[config.mk]
export PLATFORM = sky130hd
export DESIGN_NAME = tec_calc
export DESIGN_NICKNAME = d
export VERILOG_FILES = /design/src/hdl/tec_calc.v /design/src/hdl/tec_div.v
export VERILOG_INCLUDE_DIRS = /design/src /design/src/hdl
export SDC_FILE = /design/constraint.sdc
export NUM_CORES = 2
export LEC_CHECK = 0
export BUFFER_PORTS_ARGS = -buffer_cell sky130_fd_sc_hd__clkbuf_2
export CAP_MARGIN = 0
export CORE_MARGIN = 2
export CORE_UTILIZATION = 29
export CTS_CLUSTER_DIAMETER = 200
export CTS_CLUSTER_SIZE = 12
export DETAILED_ROUTE_END_ITERATION = 7
export REMOVE_ABC_BUFFERS = 1
export SLEW_MARGIN = 0
export SYNTH_ARGS = -nofsm -noshare
export SYNTH_HDL_FRONTEND = slang
export SYNTH_SLANG_ARGS = --single-unit
[constraint.sdc]
create_clock -name pclk -period 22.7 [get_ports pclk]
set_clock_uncertainty 0.2 [all_clocks]
set_input_delay 4.54 -clock pclk [delete_from_list [all_inputs] [get_ports pclk]]
set_output_delay 4.54 -clock pclk [all_outputs]
set_load 0.02 [all_outputs]
[src/hdl/tec_defs.vh]
`ifndef TEC_DEFS_VH
`define TEC_DEFS_VH

// Register byte offsets
`define TEC_ADDR_CTRL 8'h00
`define TEC_ADDR_OFFSET 8'h04
`define TEC_ADDR_LIMIT 8'h08
`define TEC_ADDR_STATUS 8'h0c
`define TEC_ADDR_VOLUME 8'h10
`define TEC_ADDR_HEAT_LO 8'h14
`define TEC_ADDR_HEAT_HI 8'h18
`define TEC_ADDR_COOL_LO 8'h1c
`define TEC_ADDR_COOL_HI 8'h20
`define TEC_ADDR_INSUM_LO 8'h24
`define TEC_ADDR_INSUM_HI 8'h28
`define TEC_ADDR_OUTSUM_LO 8'h2c
`define TEC_ADDR_OUTSUM_HI 8'h30

// Control register fields
`define TEC_CTRL_AT_OUTLET 0
`define TEC_CTRL_LIMIT_EN 1
`define TEC_CTRL_OFFSET_EN 2
`define TEC_CTRL_SIM_VOL 3
`define TEC_CTRL_UNIT_LSB 4
`define TEC_CTRL_RES_LSB 6
`define TEC_CTRL_MASK 32'h0000_00ff

// Status register fields
`define TEC_STAT_INLET 0
`define TEC_STAT_OUTLET 1
`define TEC_STAT_FLOW 2
`define TEC_STAT_ENERGY 3
`define TEC_STAT_INSUM 4
`define TEC_STAT_OUTSUM 5
`define TEC_STAT_OFFSET_OFF 6

// Reset values
`define TEC_CTRL_RST 32'h0000_0044
`define TEC_LIMIT_RST 16'h61a8
`define TEC_OFFSET_RST 8'h00

// Offset limits, hundredths of a kelvin
`define TEC_OFFSET_MAX 8'h63
`define TEC_OFFSET_MIN 8'h9d

// Energy units
`define TEC_UNIT_KWH 2'h0
`define TEC_UNIT_MWH 2'h1
`define TEC_UNIT_GJ 2'h2
`define TEC_UNIT_WH 2'h3

// Raw energy counts per Wh, and Wh per selected unit
`define TEC_RAW_PER_WH 64'h0000_0017_4876_e800
`define TEC_KWH_TO_WH 10'h3e8
`define TEC_WH_PER_KWH 64'h0000_0000_0000_03e8
`define TEC_WH_PER_MWH 64'h0000_0000_000f_4240
`define TEC_WH_PER_GJ 64'h0000_0000_0004_3d28

// Temperature-volume sum divisors per resolution code
`define TEC_SUM_DIV_R0 64'h0000_0000_0000_2710
`define TEC_SUM_DIV_R1 64'h0000_0000_0001_86a0
`define TEC_SUM_DIV_R2 64'h0000_0000_000f_4240
`define TEC_SUM_DIV_R3 64'h0000_0000_0098_9680

// Litres per volume count per resolution code
`define TEC_LITRES_R0 10'h001
`define TEC_LITRES_R1 10'h00a
`define TEC_LITRES_R2 10'h064
`define TEC_LITRES_R3 10'h3e8

`endif

[src/hdl/tec_calc.v]
`timescale 1ns/1ps
`include "tec_defs.vh"
// How it works
// - Heat or cooling register, not both, plus both sums update on each integration
// - Heat uses inlet minus outlet difference
// - Cooling uses outlet minus inlet difference
// - Coefficient taken at inlet or outlet temperature
// - Heat if inlet hotter, cooling if colder
// - Switch limit gates heat and cooling
// - Volume times temperature added to sums
// - Sums step once per volume count
// - Sum readout scaled by volume resolution
// - Energy kept internally in raw counts, 100000000000 per Wh
// - Readout divided to Wh, kWh, MWh or GJ
// - Errors freeze the registers they affect
// - Affected readings flagged invalid
// - Signed offset clamped to plus/minus 0.99 K
// - Zero offset leaves temperatures unchanged
// - Offset function can be disabled entirely
// - Real or simulated volume counts used alike
module tec_calc #(
	parameter NW = 96,
	parameter [31:0] K_BASE = 32'h0011_b340,
	parameter [31:0] K_SLOPE = 32'h0000_0001
) (
	input wire pclk,
	input wire presetn,
	input wire psel,
	input wire penable,
	input wire pwrite,
	input wire [7:0] paddr,
	input wire [31:0] pwdata,
	output reg [31:0] prdata,
	output reg pready,
	output reg pslverr,
	input wire [15:0] inlet_temperature,
	input wire [15:0] outlet_temperature,
	input wire inlet_error,
	input wire outlet_error,
	input wire flow_error,
	input wire vol_strobe,
	input wire sim_vol_strobe,
	output reg inlet_invalid,
	output reg outlet_invalid,
	output reg diff_invalid,
	output reg flow_invalid,
	output reg power_invalid,
	output reg energy_invalid,
	output reg inlet_sum_invalid,
	output reg outlet_sum_invalid
);
	localparam [1:0] JOB_HEAT = 2'h0;
	localparam [1:0] JOB_COOL = 2'h1;
	localparam [1:0] JOB_INSUM = 2'h2;
	localparam [1:0] JOB_OUTSUM = 2'h3;

	// Negative temperatures count as zero in products
	function [15:0] tec_pos;
		input [16:0] t;
		begin
			if (t[16])
				tec_pos = 16'h0000;
			else
				tec_pos = t[15:0];
		end
	endfunction

	// Divisor for each conversion job
	function [63:0] tec_div_sel;
		input [1:0] job;
		input [1:0] unit;
		input [1:0] res;
		begin
			if (job == JOB_HEAT || job == JOB_COOL) begin
				case (unit)
					`TEC_UNIT_KWH: tec_div_sel = `TEC_RAW_PER_WH * `TEC_WH_PER_KWH;
					`TEC_UNIT_MWH: tec_div_sel = `TEC_RAW_PER_WH * `TEC_WH_PER_MWH;
					`TEC_UNIT_GJ: tec_div_sel = `TEC_RAW_PER_WH * `TEC_WH_PER_GJ;
					default: tec_div_sel = `TEC_RAW_PER_WH;
				endcase
			end else begin
				case (res)
					2'h0: tec_div_sel = `TEC_SUM_DIV_R0;
					2'h1: tec_div_sel = `TEC_SUM_DIV_R1;
					2'h2: tec_div_sel = `TEC_SUM_DIV_R2;
					default: tec_div_sel = `TEC_SUM_DIV_R3;
				endcase
			end
		end
	endfunction

	reg [31:0] ctrl_r;
	reg [7:0] offset_r;
	reg [15:0] limit_r;
	reg [31:0] rd_nxt;
	reg hit_nxt;

	wire at_outlet = ctrl_r[`TEC_CTRL_AT_OUTLET];
	wire limit_en = ctrl_r[`TEC_CTRL_LIMIT_EN];
	wire offset_en = ctrl_r[`TEC_CTRL_OFFSET_EN];
	wire sim_vol = ctrl_r[`TEC_CTRL_SIM_VOL];
	wire [1:0] unit_sel = ctrl_r[`TEC_CTRL_UNIT_LSB+1:`TEC_CTRL_UNIT_LSB];
	wire [1:0] res_code = ctrl_r[`TEC_CTRL_RES_LSB+1:`TEC_CTRL_RES_LSB];

	// Integration event and corrected temperatures
	wire vol_event = sim_vol ? sim_vol_strobe : vol_strobe;
	wire [16:0] offset_eff = offset_en ? {{9{offset_r[7]}}, offset_r} : 17'h0_0000;
	wire [16:0] t1_corr = {inlet_temperature[15], inlet_temperature} + offset_eff;
	wire [16:0] t2_corr = {outlet_temperature[15], outlet_temperature} + offset_eff;
	reg [9:0] litres;

	always @* begin
		case (res_code)
			2'h0: litres = `TEC_LITRES_R0;
			2'h1: litres = `TEC_LITRES_R1;
			2'h2: litres = `TEC_LITRES_R2;
			default: litres = `TEC_LITRES_R3;
		endcase
	end

	reg ev_r;
	reg [16:0] t1_r;
	reg [16:0] t2_r;
	reg [9:0] vl_r;
	reg in_err_r;
	reg out_err_r;
	reg flow_err_r;

	always @(posedge pclk or negedge presetn) begin
		if (!presetn) begin
			ev_r <= 1'h0;
			t1_r <= 17'h0_0000;
			t2_r <= 17'h0_0000;
			vl_r <= 10'h000;
			in_err_r <= 1'h0;
			out_err_r <= 1'h0;
			flow_err_r <= 1'h0;
		end else begin
			ev_r <= vol_event;
			if (vol_event) begin
				t1_r <= t1_corr;
				t2_r <= t2_corr;
				vl_r <= litres;
				in_err_r <= inlet_error;
				out_err_r <= outlet_error;
				flow_err_r <= flow_error;
			end
		end
	end

	// Increments for the captured event
	wire [17:0] diff = {t1_r[16], t1_r} - {t2_r[16], t2_r};
	wire diff_neg = diff[17];
	wire diff_zero = (diff == 18'h0_0000);
	wire [17:0] dmag = diff_neg ? (18'h0_0000 - diff) : diff;
	wire [15:0] k_temp = at_outlet ? tec_pos(t2_r) : tec_pos(t1_r);
	wire [31:0] k_prod = K_SLOPE * {16'h0000, k_temp};
	wire [31:0] k_coef = K_BASE - k_prod;
	wire [NW-1:0] e_inc = {{(NW-10){1'h0}}, vl_r} * {{(NW-18){1'h0}}, dmag} * {{(NW-32){1'h0}}, k_coef}
		* {{(NW-10){1'h0}}, `TEC_KWH_TO_WH};
	wire t1_ge_lim = $signed(t1_r) >= $signed({1'h0, limit_r});
	wire any_err = in_err_r | out_err_r | flow_err_r;
	wire heat_add = ev_r & ~any_err & ~diff_neg & ~diff_zero & (~limit_en | t1_ge_lim);
	wire cool_add = ev_r & ~any_err & diff_neg & (~limit_en | ~t1_ge_lim);
	wire in_add = ev_r & ~in_err_r & ~flow_err_r;
	wire out_add = ev_r & ~out_err_r & ~flow_err_r;
	wire [63:0] in_inc = {54'h0, vl_r} * {48'h0, tec_pos(t1_r)};
	wire [63:0] out_inc = {54'h0, vl_r} * {48'h0, tec_pos(t2_r)};

	reg [NW-1:0] heat_acc_r;
	reg [NW-1:0] cool_acc_r;
	reg [63:0] insum_acc_r;
	reg [63:0] outsum_acc_r;
	reg [31:0] volume_r;

	// Both sums and at most one of heat or cooling advance together on one event
	always @(posedge pclk or negedge presetn) begin
		if (!presetn) begin
			heat_acc_r <= {NW{1'h0}};
			cool_acc_r <= {NW{1'h0}};
			insum_acc_r <= 64'h0000_0000_0000_0000;
			outsum_acc_r <= 64'h0000_0000_0000_0000;
			volume_r <= 32'h0000_0000;
		end else begin
			if (heat_add)
				heat_acc_r <= heat_acc_r + e_inc;
			if (cool_add)
				cool_acc_r <= cool_acc_r + e_inc;
			if (in_add)
				insum_acc_r <= insum_acc_r + in_inc;
			if (out_add)
				outsum_acc_r <= outsum_acc_r + out_inc;
			if (ev_r && !flow_err_r)
				volume_r <= volume_r + 32'h0000_0001;
		end
	end

	// Invalid-reading flags follow the live error inputs
	always @(posedge pclk or negedge presetn) begin
		if (!presetn) begin
			inlet_invalid <= 1'h0;
			outlet_invalid <= 1'h0;
			diff_invalid <= 1'h0;
			flow_invalid <= 1'h0;
			power_invalid <= 1'h0;
			energy_invalid <= 1'h0;
			inlet_sum_invalid <= 1'h0;
			outlet_sum_invalid <= 1'h0;
		end else begin
			inlet_invalid <= inlet_error;
			outlet_invalid <= outlet_error;
			diff_invalid <= inlet_error | outlet_error;
			flow_invalid <= flow_error;
			power_invalid <= inlet_error | outlet_error | flow_error;
			energy_invalid <= inlet_error | outlet_error | flow_error;
			inlet_sum_invalid <= inlet_error | flow_error;
			outlet_sum_invalid <= outlet_error | flow_error;
		end
	end

	// Background conversion to readout units, four jobs in turn
	reg [1:0] job_r;
	reg div_start_r;
	reg [63:0] heat_out_r;
	reg [63:0] cool_out_r;
	reg [63:0] insum_out_r;
	reg [63:0] outsum_out_r;
	reg [NW-1:0] div_a;
	wire [NW-1:0] div_q;
	wire div_done;
	wire [63:0] div_b = tec_div_sel(job_r, unit_sel, res_code);

	always @* begin
		case (job_r)
			JOB_HEAT: div_a = heat_acc_r;
			JOB_COOL: div_a = cool_acc_r;
			JOB_INSUM: div_a = {{(NW-64){1'h0}}, insum_acc_r};
			default: div_a = {{(NW-64){1'h0}}, outsum_acc_r};
		endcase
	end

	tec_div #(.NW(NW), .DW(64), .CW(7)) u_div (
		.clk(pclk),
		.rst_n(presetn),
		.start(div_start_r),
		.dividend(div_a),
		.divisor(div_b),
		.quotient(div_q),
		.done(div_done)
	);

	always @(posedge pclk or negedge presetn) begin
		if (!presetn) begin
			job_r <= JOB_HEAT;
			div_start_r <= 1'h1;
			heat_out_r <= 64'h0000_0000_0000_0000;
			cool_out_r <= 64'h0000_0000_0000_0000;
			insum_out_r <= 64'h0000_0000_0000_0000;
			outsum_out_r <= 64'h0000_0000_0000_0000;
		end else begin
			div_start_r <= div_done;
			if (div_done) begin
				job_r <= job_r + 2'h1;
				case (job_r)
					JOB_HEAT: heat_out_r <= div_q[63:0];
					JOB_COOL: cool_out_r <= div_q[63:0];
					JOB_INSUM: insum_out_r <= div_q[63:0];
					default: outsum_out_r <= div_q[63:0];
				endcase
			end
		end
	end

	// APB slave, answers in the first access cycle
	wire [31:0] status = {25'h000_0000, ~offset_en, outlet_sum_invalid, inlet_sum_invalid,
		energy_invalid, flow_invalid, outlet_invalid, inlet_invalid};
	wire wr_en = psel & penable & pready & pwrite;
	wire [7:0] wr_off = pwdata[7:0];

	always @* begin
		hit_nxt = 1'h1;
		case (paddr)
			`TEC_ADDR_CTRL: rd_nxt = ctrl_r;
			`TEC_ADDR_OFFSET: rd_nxt = offset_en ? {{24{offset_r[7]}}, offset_r} : 32'h0000_0000;
			`TEC_ADDR_LIMIT: rd_nxt = {16'h0000, limit_r};
			`TEC_ADDR_STATUS: rd_nxt = status;
			`TEC_ADDR_VOLUME: rd_nxt = volume_r;
			`TEC_ADDR_HEAT_LO: rd_nxt = heat_out_r[31:0];
			`TEC_ADDR_HEAT_HI: rd_nxt = heat_out_r[63:32];
			`TEC_ADDR_COOL_LO: rd_nxt = cool_out_r[31:0];
			`TEC_ADDR_COOL_HI: rd_nxt = cool_out_r[63:32];
			`TEC_ADDR_INSUM_LO: rd_nxt = insum_out_r[31:0];
			`TEC_ADDR_INSUM_HI: rd_nxt = insum_out_r[63:32];
			`TEC_ADDR_OUTSUM_LO: rd_nxt = outsum_out_r[31:0];
			`TEC_ADDR_OUTSUM_HI: rd_nxt = outsum_out_r[63:32];
			default: begin
				rd_nxt = 32'h0000_0000;
				hit_nxt = 1'h0;
			end
		endcase
	end

	always @(posedge pclk or negedge presetn) begin
		if (!presetn) begin
			pready <= 1'h0;
			pslverr <= 1'h0;
			prdata <= 32'h0000_0000;
		end else begin
			pready <= psel & ~penable;
			pslverr <= psel & ~penable & ~hit_nxt;
			if (psel && !penable && !pwrite)
				prdata <= rd_nxt;
		end
	end

	always @(posedge pclk or negedge presetn) begin
		if (!presetn) begin
			ctrl_r <= `TEC_CTRL_RST;
			offset_r <= `TEC_OFFSET_RST;
			limit_r <= `TEC_LIMIT_RST;
		end else if (wr_en) begin
			case (paddr)
				`TEC_ADDR_CTRL: ctrl_r <= pwdata & `TEC_CTRL_MASK;
				`TEC_ADDR_OFFSET: begin
					if (offset_en) begin
						if ($signed(wr_off) > $signed(`TEC_OFFSET_MAX))
							offset_r <= `TEC_OFFSET_MAX;
						else if ($signed(wr_off) < $signed(`TEC_OFFSET_MIN))
							offset_r <= `TEC_OFFSET_MIN;
						else
							offset_r <= wr_off;
					end
				end
				`TEC_ADDR_LIMIT: limit_r <= pwdata[15:0];
				default: ;
			endcase
		end
	end
endmodule // tec_calc

[src/hdl/tec_div.v]
`timescale 1ns/1ps
module tec_div #(
	parameter NW = 96,
	parameter DW = 64,
	parameter CW = 7
) (
	input wire clk,
	input wire rst_n,
	input wire start,
	input wire [NW-1:0] dividend,
	input wire [DW-1:0] divisor,
	output reg [NW-1:0] quotient,
	output reg done
);
	localparam [31:0] LAST_W = NW - 1;

	reg [DW-1:0] rem_r;
	reg [NW-1:0] quo_r;
	reg [DW-1:0] dvs_r;
	reg [CW-1:0] cnt_r;
	reg busy_r;

	wire [DW:0] trial = {rem_r, quo_r[NW-1]};
	wire fits = trial >= {1'h0, dvs_r};
	wire [DW:0] trial_sub = trial - {1'h0, dvs_r};

	// Restoring division, one quotient bit per clock
	always @(posedge clk or negedge rst_n) begin
		if (!rst_n) begin
			rem_r <= {DW{1'h0}};
			quo_r <= {NW{1'h0}};
			dvs_r <= {DW{1'h0}};
			cnt_r <= {CW{1'h0}};
			busy_r <= 1'h0;
			done <= 1'h0;
			quotient <= {NW{1'h0}};
		end else if (start) begin
			rem_r <= {DW{1'h0}};
			quo_r <= dividend;
			dvs_r <= divisor;
			cnt_r <= LAST_W[CW-1:0];
			busy_r <= 1'h1;
			done <= 1'h0;
		end else if (busy_r) begin
			rem_r <= fits ? trial_sub[DW-1:0] : trial[DW-1:0];
			quo_r <= {quo_r[NW-2:0], fits};
			if (cnt_r == {CW{1'h0}}) begin
				busy_r <= 1'h0;
				done <= 1'h1;
				quotient <= {quo_r[NW-2:0], fits};
			end else begin
				cnt_r <= cnt_r - {{(CW-1){1'h0}}, 1'h1};
			end
		end else begin
			done <= 1'h0;
		end
	end
endmodule // tec_div

## Word-level counts from Yosys, hierarchy flattened

Index checks and enable logic that the tools add are counted.
Widths: inputs -> output; s select.

- Bits in registers: 1029
- Output and inout bits: 42

- Add/subtract/negate cells: 13
- $mul: 5
- Order comparisons: 4
- Equality and inequality tests: 20
- Mux-type cells: 30
- Bitwise logic cells: 36
- Reduce and logical (&&, ||, !) cells: 25

Operator list:

| operator | count |
|---|---|
| $pmux 32 s13 | 1 |
| $pmux 96 s3 | 1 |
| $mux 64 | 4 |
| $add 96x70->96 | 2 |
| $mux 96 | 2 |
| $pmux 57 s3 | 1 |
| $add 64x26->64 | 2 |
| $pmux 24 s3 | 1 |
| $mul 60x7->67 const B | 1 |
| $ge 65x64->1 | 1 |
| $sub 64x64->64 | 1 |
| $mul 28x32->60 | 1 |
| $mul 10x16->26 | 2 |
| $mux 16 | 3 |
| $eq 8x6->1 const B | 5 |
| $add 17x17->17 | 2 |
| $add 32x1->32 const B | 1 |
| $eq 8x5->1 const B | 4 |
| $mux 32 | 1 |
| $pmux 10 s3 | 1 |
| $mul 10x18->28 | 1 |
| $sub 21x16->22 const A | 1 |
| $mux 7 | 3 |
| $logic_not 18->1 | 1 |
| other kinds (31) | 90 |

## Logic depth before layout (Yosys ltp)

- Depth in word-level cells: 7
- Mapped depth: 93

## Modules after synthesis

Synthesis repeated with hierarchy kept, for this count alone.

- Cells, all modules: 10823
- Area, all modules: 100777.9 um^2

By module, submodules not included:

| module | instances | cells each | area each (um^2) | sequential area each (um^2) |
|---|---|---|---|---|
| tec_calc | 1 | 8984 | 83060.9 | 18078.6 |
| tec_div | 1 | 1839 | 17717.0 | 8232.9 |

## Least setup slack after synthesis

OpenSTA, ideal clock, no wires.

- Path kind: reg2reg
- From: register t2_r[16]
- To: register heat_acc_r[92]
- Setup time: 0.079 ns
- Arrival time: 20.912 ns
- Data required time: 22.421 ns
- Path slack: 1.509 ns
- Stages on the path, launching flop included: 82
- Buffers on the path: 7
- Clock period less this slack: 21.191 ns
- Cell sequence: dfrtp_1 buf_2 clkbuf_1 inv_1 clkbuf_1 ha_1 inv_1 or4_1 a21o_1 nand2_1 nand2_1 xnor2_1 clkbuf_1 nand2_1 fa_1 inv_1 fa_1 fa_1 [... 46 more ...] a21o_1 a2111oi_0 o31a_1 o221ai_1 o31a_1 xor2_1 ha_1 clkbuf_1 nand2_1 nor2_1 nand2_1 or4_1 o41a_1 o31a_1 buf_2 buf_2 nor4_1 xor2_1

- Word-level cells in the longest chain between the ends: 7
- Elaborated cells between the ends (all ways): 16
- Classes of those cells: add/sub (4); mul (3); mux (3); bitwise (5); reduce/logical (1)

Ends and longest elaborated chain:

| what | RTL line | RTL |
|---|---|---|
| from (decl) | tec_calc.v:123 | `reg [16:0] t2_r;` |
| from (signal assigned) | tec_calc.v:142 | `t2_r <= t2_corr;` |
| $sub 17x17->18 | tec_calc.v:152 | `wire [17:0] diff = {t1_r[16], t1_r} - {t2_r[16], t2_r};` |
| $sub 1x18->18 | tec_calc.v:155 | `wire [17:0] dmag = diff_neg ? (18'h0_0000 - diff) : diff;` |
| $mux 18 | tec_calc.v:155 |  |
| $mul 10x18->28 | tec_calc.v:159 | `wire [NW-1:0] e_inc = {{(NW-10){1'h0}}, vl_r} * {{(NW-18){1'h0}}, dmag} * {{(NW-32){1'h0}}, k_coef}` |
| $mul 28x32->60 | tec_calc.v:159 |  |
| $mul 60x7->67 | tec_calc.v:159 |  |
| $add 96x70->96 | tec_calc.v:186 | `heat_acc_r <= heat_acc_r + e_inc;` |
| to (signal assigned) | tec_calc.v:179 | `heat_acc_r <= {NW{1'h0}};` |
| to (signal assigned) | tec_calc.v:186 |  |
| to (decl) | tec_calc.v:170 | `reg [NW-1:0] heat_acc_r;` |

Parallel ways exist; a longest one is shown, timed or not.
A chain may end at the register's enable or synchronous reset.

## Final worst setup path

- From: register t1_r[1]
- To: register heat_acc_r[90]

- Word-level cells in the longest chain between the ends: 7
- Elaborated cells between the ends (all ways): 18
- Classes of those cells: add/sub (4); mul (3); order compare (1); mux (3); bitwise (6); reduce/logical (1)

Ends and longest elaborated chain:

| what | RTL line | RTL |
|---|---|---|
| from (decl) | tec_calc.v:122 | `reg [16:0] t1_r;` |
| from (signal assigned) | tec_calc.v:141 | `t1_r <= t1_corr;` |
| $sub 17x17->18 | tec_calc.v:152 |  |
| $sub 1x18->18 | tec_calc.v:155 |  |
| $mux 18 | tec_calc.v:155 |  |
| $mul 10x18->28 | tec_calc.v:159 |  |
| $mul 28x32->60 | tec_calc.v:159 |  |
| $mul 60x7->67 | tec_calc.v:159 |  |
| $add 96x70->96 | tec_calc.v:186 |  |

Parallel ways exist; a longest one is shown, timed or not.

==> summary.txt <==
Compound-Gate Fraction of Synth Area - 13.7%
Final min period - 21610 ps
worst endpoint required time - 23120 ps
CP Capture Type - flop
WL per Instance - 18.3 um
hpwl dp - 210000 um
synth top area cells - dfrtp_1 (25%), fa_1 (19%), ha_1 (11%)
global-route wire length before repair - 435000 um
Pre-antenna DRT Iters - 8
Die H - 583 um
First DRT Iteration DRCs - 5633
vias in the first global route - 74.6k
Inserted Clock Buffers - 92
HP Class - reg -> reg
adder-cell area share of the yosys netlist - 30.1%
Post-Synth Simple-Gate Area - 12.9%
critical path type - reg -> reg
Rows - 212
# setup viols final - 0
number of remaining DRC errors - 16
flops & latches, synth - 984
count of final hold-check violations - 0
share of the synthesized area in the top cell type - 25.1%
Vias - 74.5k
# nets final - 12.3k
DIE WIDTH - 583 um
Synth Area in XOR/XNOR - 5.38%
FMAX - 0.0463 GHz
mux cell area share after synthesis - 5.10%
port buffer count - 107
slew margin rel. - 16.1%
Worst EP arrival - 22040 ps
initial antenna violation count - 6
Ys Warns - 0
final critical-path share of the clock period - 95.2%
routed wire length - 272000 um
Worst-Margin Slew - 1230 ps
Critical Path Start Type - flop
core area - 333000 um2
GR Overflow Total - 0
Critical Path Max Stage Delay - 600 ps
CTS tree - yes
failing checks - DRC
Top cell by count, worst path - fa_1
I/O Pins - 124
routability cong. - 0.901
# clock sinks - 984
fraction of layout cells with a size suffix above 1 - 8.87%
# Max-Cap Violations - 0
asr flop ratio synth - 100%
Area Growth Syn to Fin - 9.55%
DRT antenna net count - 0
clock buffer depth - 3
Setup TNS Final - 0 ps
predominant post-synthesis flop cell - dfrtp_1
Initial Util - 29.1%
Post-synth EDFFs - 0
commonest non-fill, non-tap cell in the layout - inv_1
Yosys top cell by area - dfrtp_1
Worst-Skew Late Latency - 740 ps
Buf+Inv Stages, Crit Path - 18
post-synth cell types - 95
Regs by FF count - u_div.quo_r (96), cool_acc_r (93), heat_acc_r (93)
Root Driver - clkbuf_16
via/cell ratio - 5.01
CTS H-tree depth - 3
Cells after Synth - 10.5k
pin count of the biggest net entering global routing - 158
main combinational cell family by area after synthesis - adder cells
GRT Util Overall - 16.0%
die area - 340000 um2
Pins Over Slew Limit - 0
sequential element share of the synthesized area - 25.3%
status - complete, but fails checks
leading cell types in the layout, fill and taps excluded - inv_1 (1490), nand2_1 (1157), dfrtp_1 (974)
Top delay family on crit path - adder cells
crit-path max FO - 17
syn avg cell area - 9.29 um2
Post-Synthesis Cell Area - 97200 um2
Largest register FFs - 96
clk slew on worst S/H paths - 70 ps
Slowest-stage cell, CP - fa_1
Top reg by flops - u_div.quo_r
## synthesized netlist by cell type, types with 17 or more instances
cell and count:
or2_2 28, a22oi_1 75, and2_1 236, a21o_1 230
nand3_1 150, xnor2_1 364, a21oi_1 421, ha_1 835
clkbuf_1 377, a222oi_1 95, o21ai_0 477, inv_1 1490
nand2_1 1163, and3_1 113, o211ai_1 87, nand2b_1 60
or3_1 30, a211oi_1 97, nor3b_1 17, o21a_1 45
mux2_2 339, dfrtp_1 975, o21bai_1 65, buf_1 24
nand4_1 88, fa_1 935, a221oi_1 70, o22ai_1 49
nor2_1 525, buf_2 21, nor3_1 126, xor2_1 229
mux2i_1 114, nor4_1 49, a31oi_1 69, nor2b_1 77
o31ai_1 42, a21boi_0 20
## kinds of logic (layout without fill, tap and decap cells)
kind of cell	Yosys count	in the layout
xor+xnor	595	595
fa+ha+maj	1776	1776
flops	984	984
buf+inv	1929	1963
mux	453	453
other cells	0	1
compound gates	2005	2005
simple gates	2719	2719
## final timing paths
kind / end / startpoint / cells past startpoint / slack (ps)
worst max-delay path: heat_acc_r[90] / t1_r[1] / 82 / 1090
worst min-delay path: volume_r[31] / volume_r[31] / 1 / 280
worst max register to register: heat_acc_r[90] / t1_r[1] / 82 / 1090
worst min register to register: volume_r[31] / volume_r[31] / 1 / 280
max in group asynchronous: heat_acc_r[48] / presetn / 6 / 14490
min in group asynchronous: u_div.rem_r[26] / presetn / 1 / 3590
## through the flow
stage / instance area, um2 / instances / util [%] / hold WS, ps / setup WS, ps
2_1_floorplan: 95500 / 10000 / - / 242 / 1630
3_3_place_gp: 104000 / 14800 / 31.1 / 262 / -185
3_5_place_dp: 104000 / 14800 / 31.1 / 257 / -135
4_1_cts: 106000 / 14900 / 31.8 / 275 / 151
5_1_grt: 106000 / 14900 / 31.9 / 281 / -34.7
6_report: 106000 / 14900 / 31.9 / 276 / 1090
## routing by layer
| layer | wire length [um] | global-route usage [%] | up-vias | part of all wire [%] |
|---|---|---|---|---|
| li1 | - | - | 35000 | - |
| met1 | 123000 | 22.2 | 37300 | 45 |
| met2 | 128000 | 26.6 | 1846 | 47 |
| met3 | 13500 | 1.43 | 356 | 5.0 |
| met4 | 7480 | 4.03 | 0 | 2.8 |
| met5 | 0 | 0 | - | 0 |
## timing repair
| item | CTS | global route |
|---|---|---|
| hold buffers | 0 | 0 |
| pin swaps | 0 | 2 |
| buffers inserted | 0 | 5 |
| resized for setup | 2 | 43 |
| setup endpoints to repair | 16 | 83 |
## area by class of cell
type	count	area [um2]
Clock buffer	115	2430
Inverter	1501	5640
Fill cell	34500	227000
Timing Repair Buffer	340	2330
Clock inverter	7	125
Tap cell	4387	5490
Multi-Input combinational cell	7548	65800
Sequential cell	984	24600
Antenna cell	1	2.50
Power is not shown: default switching activity piles up to over one toggle a cycle in this logic, so the estimate is an artifact.
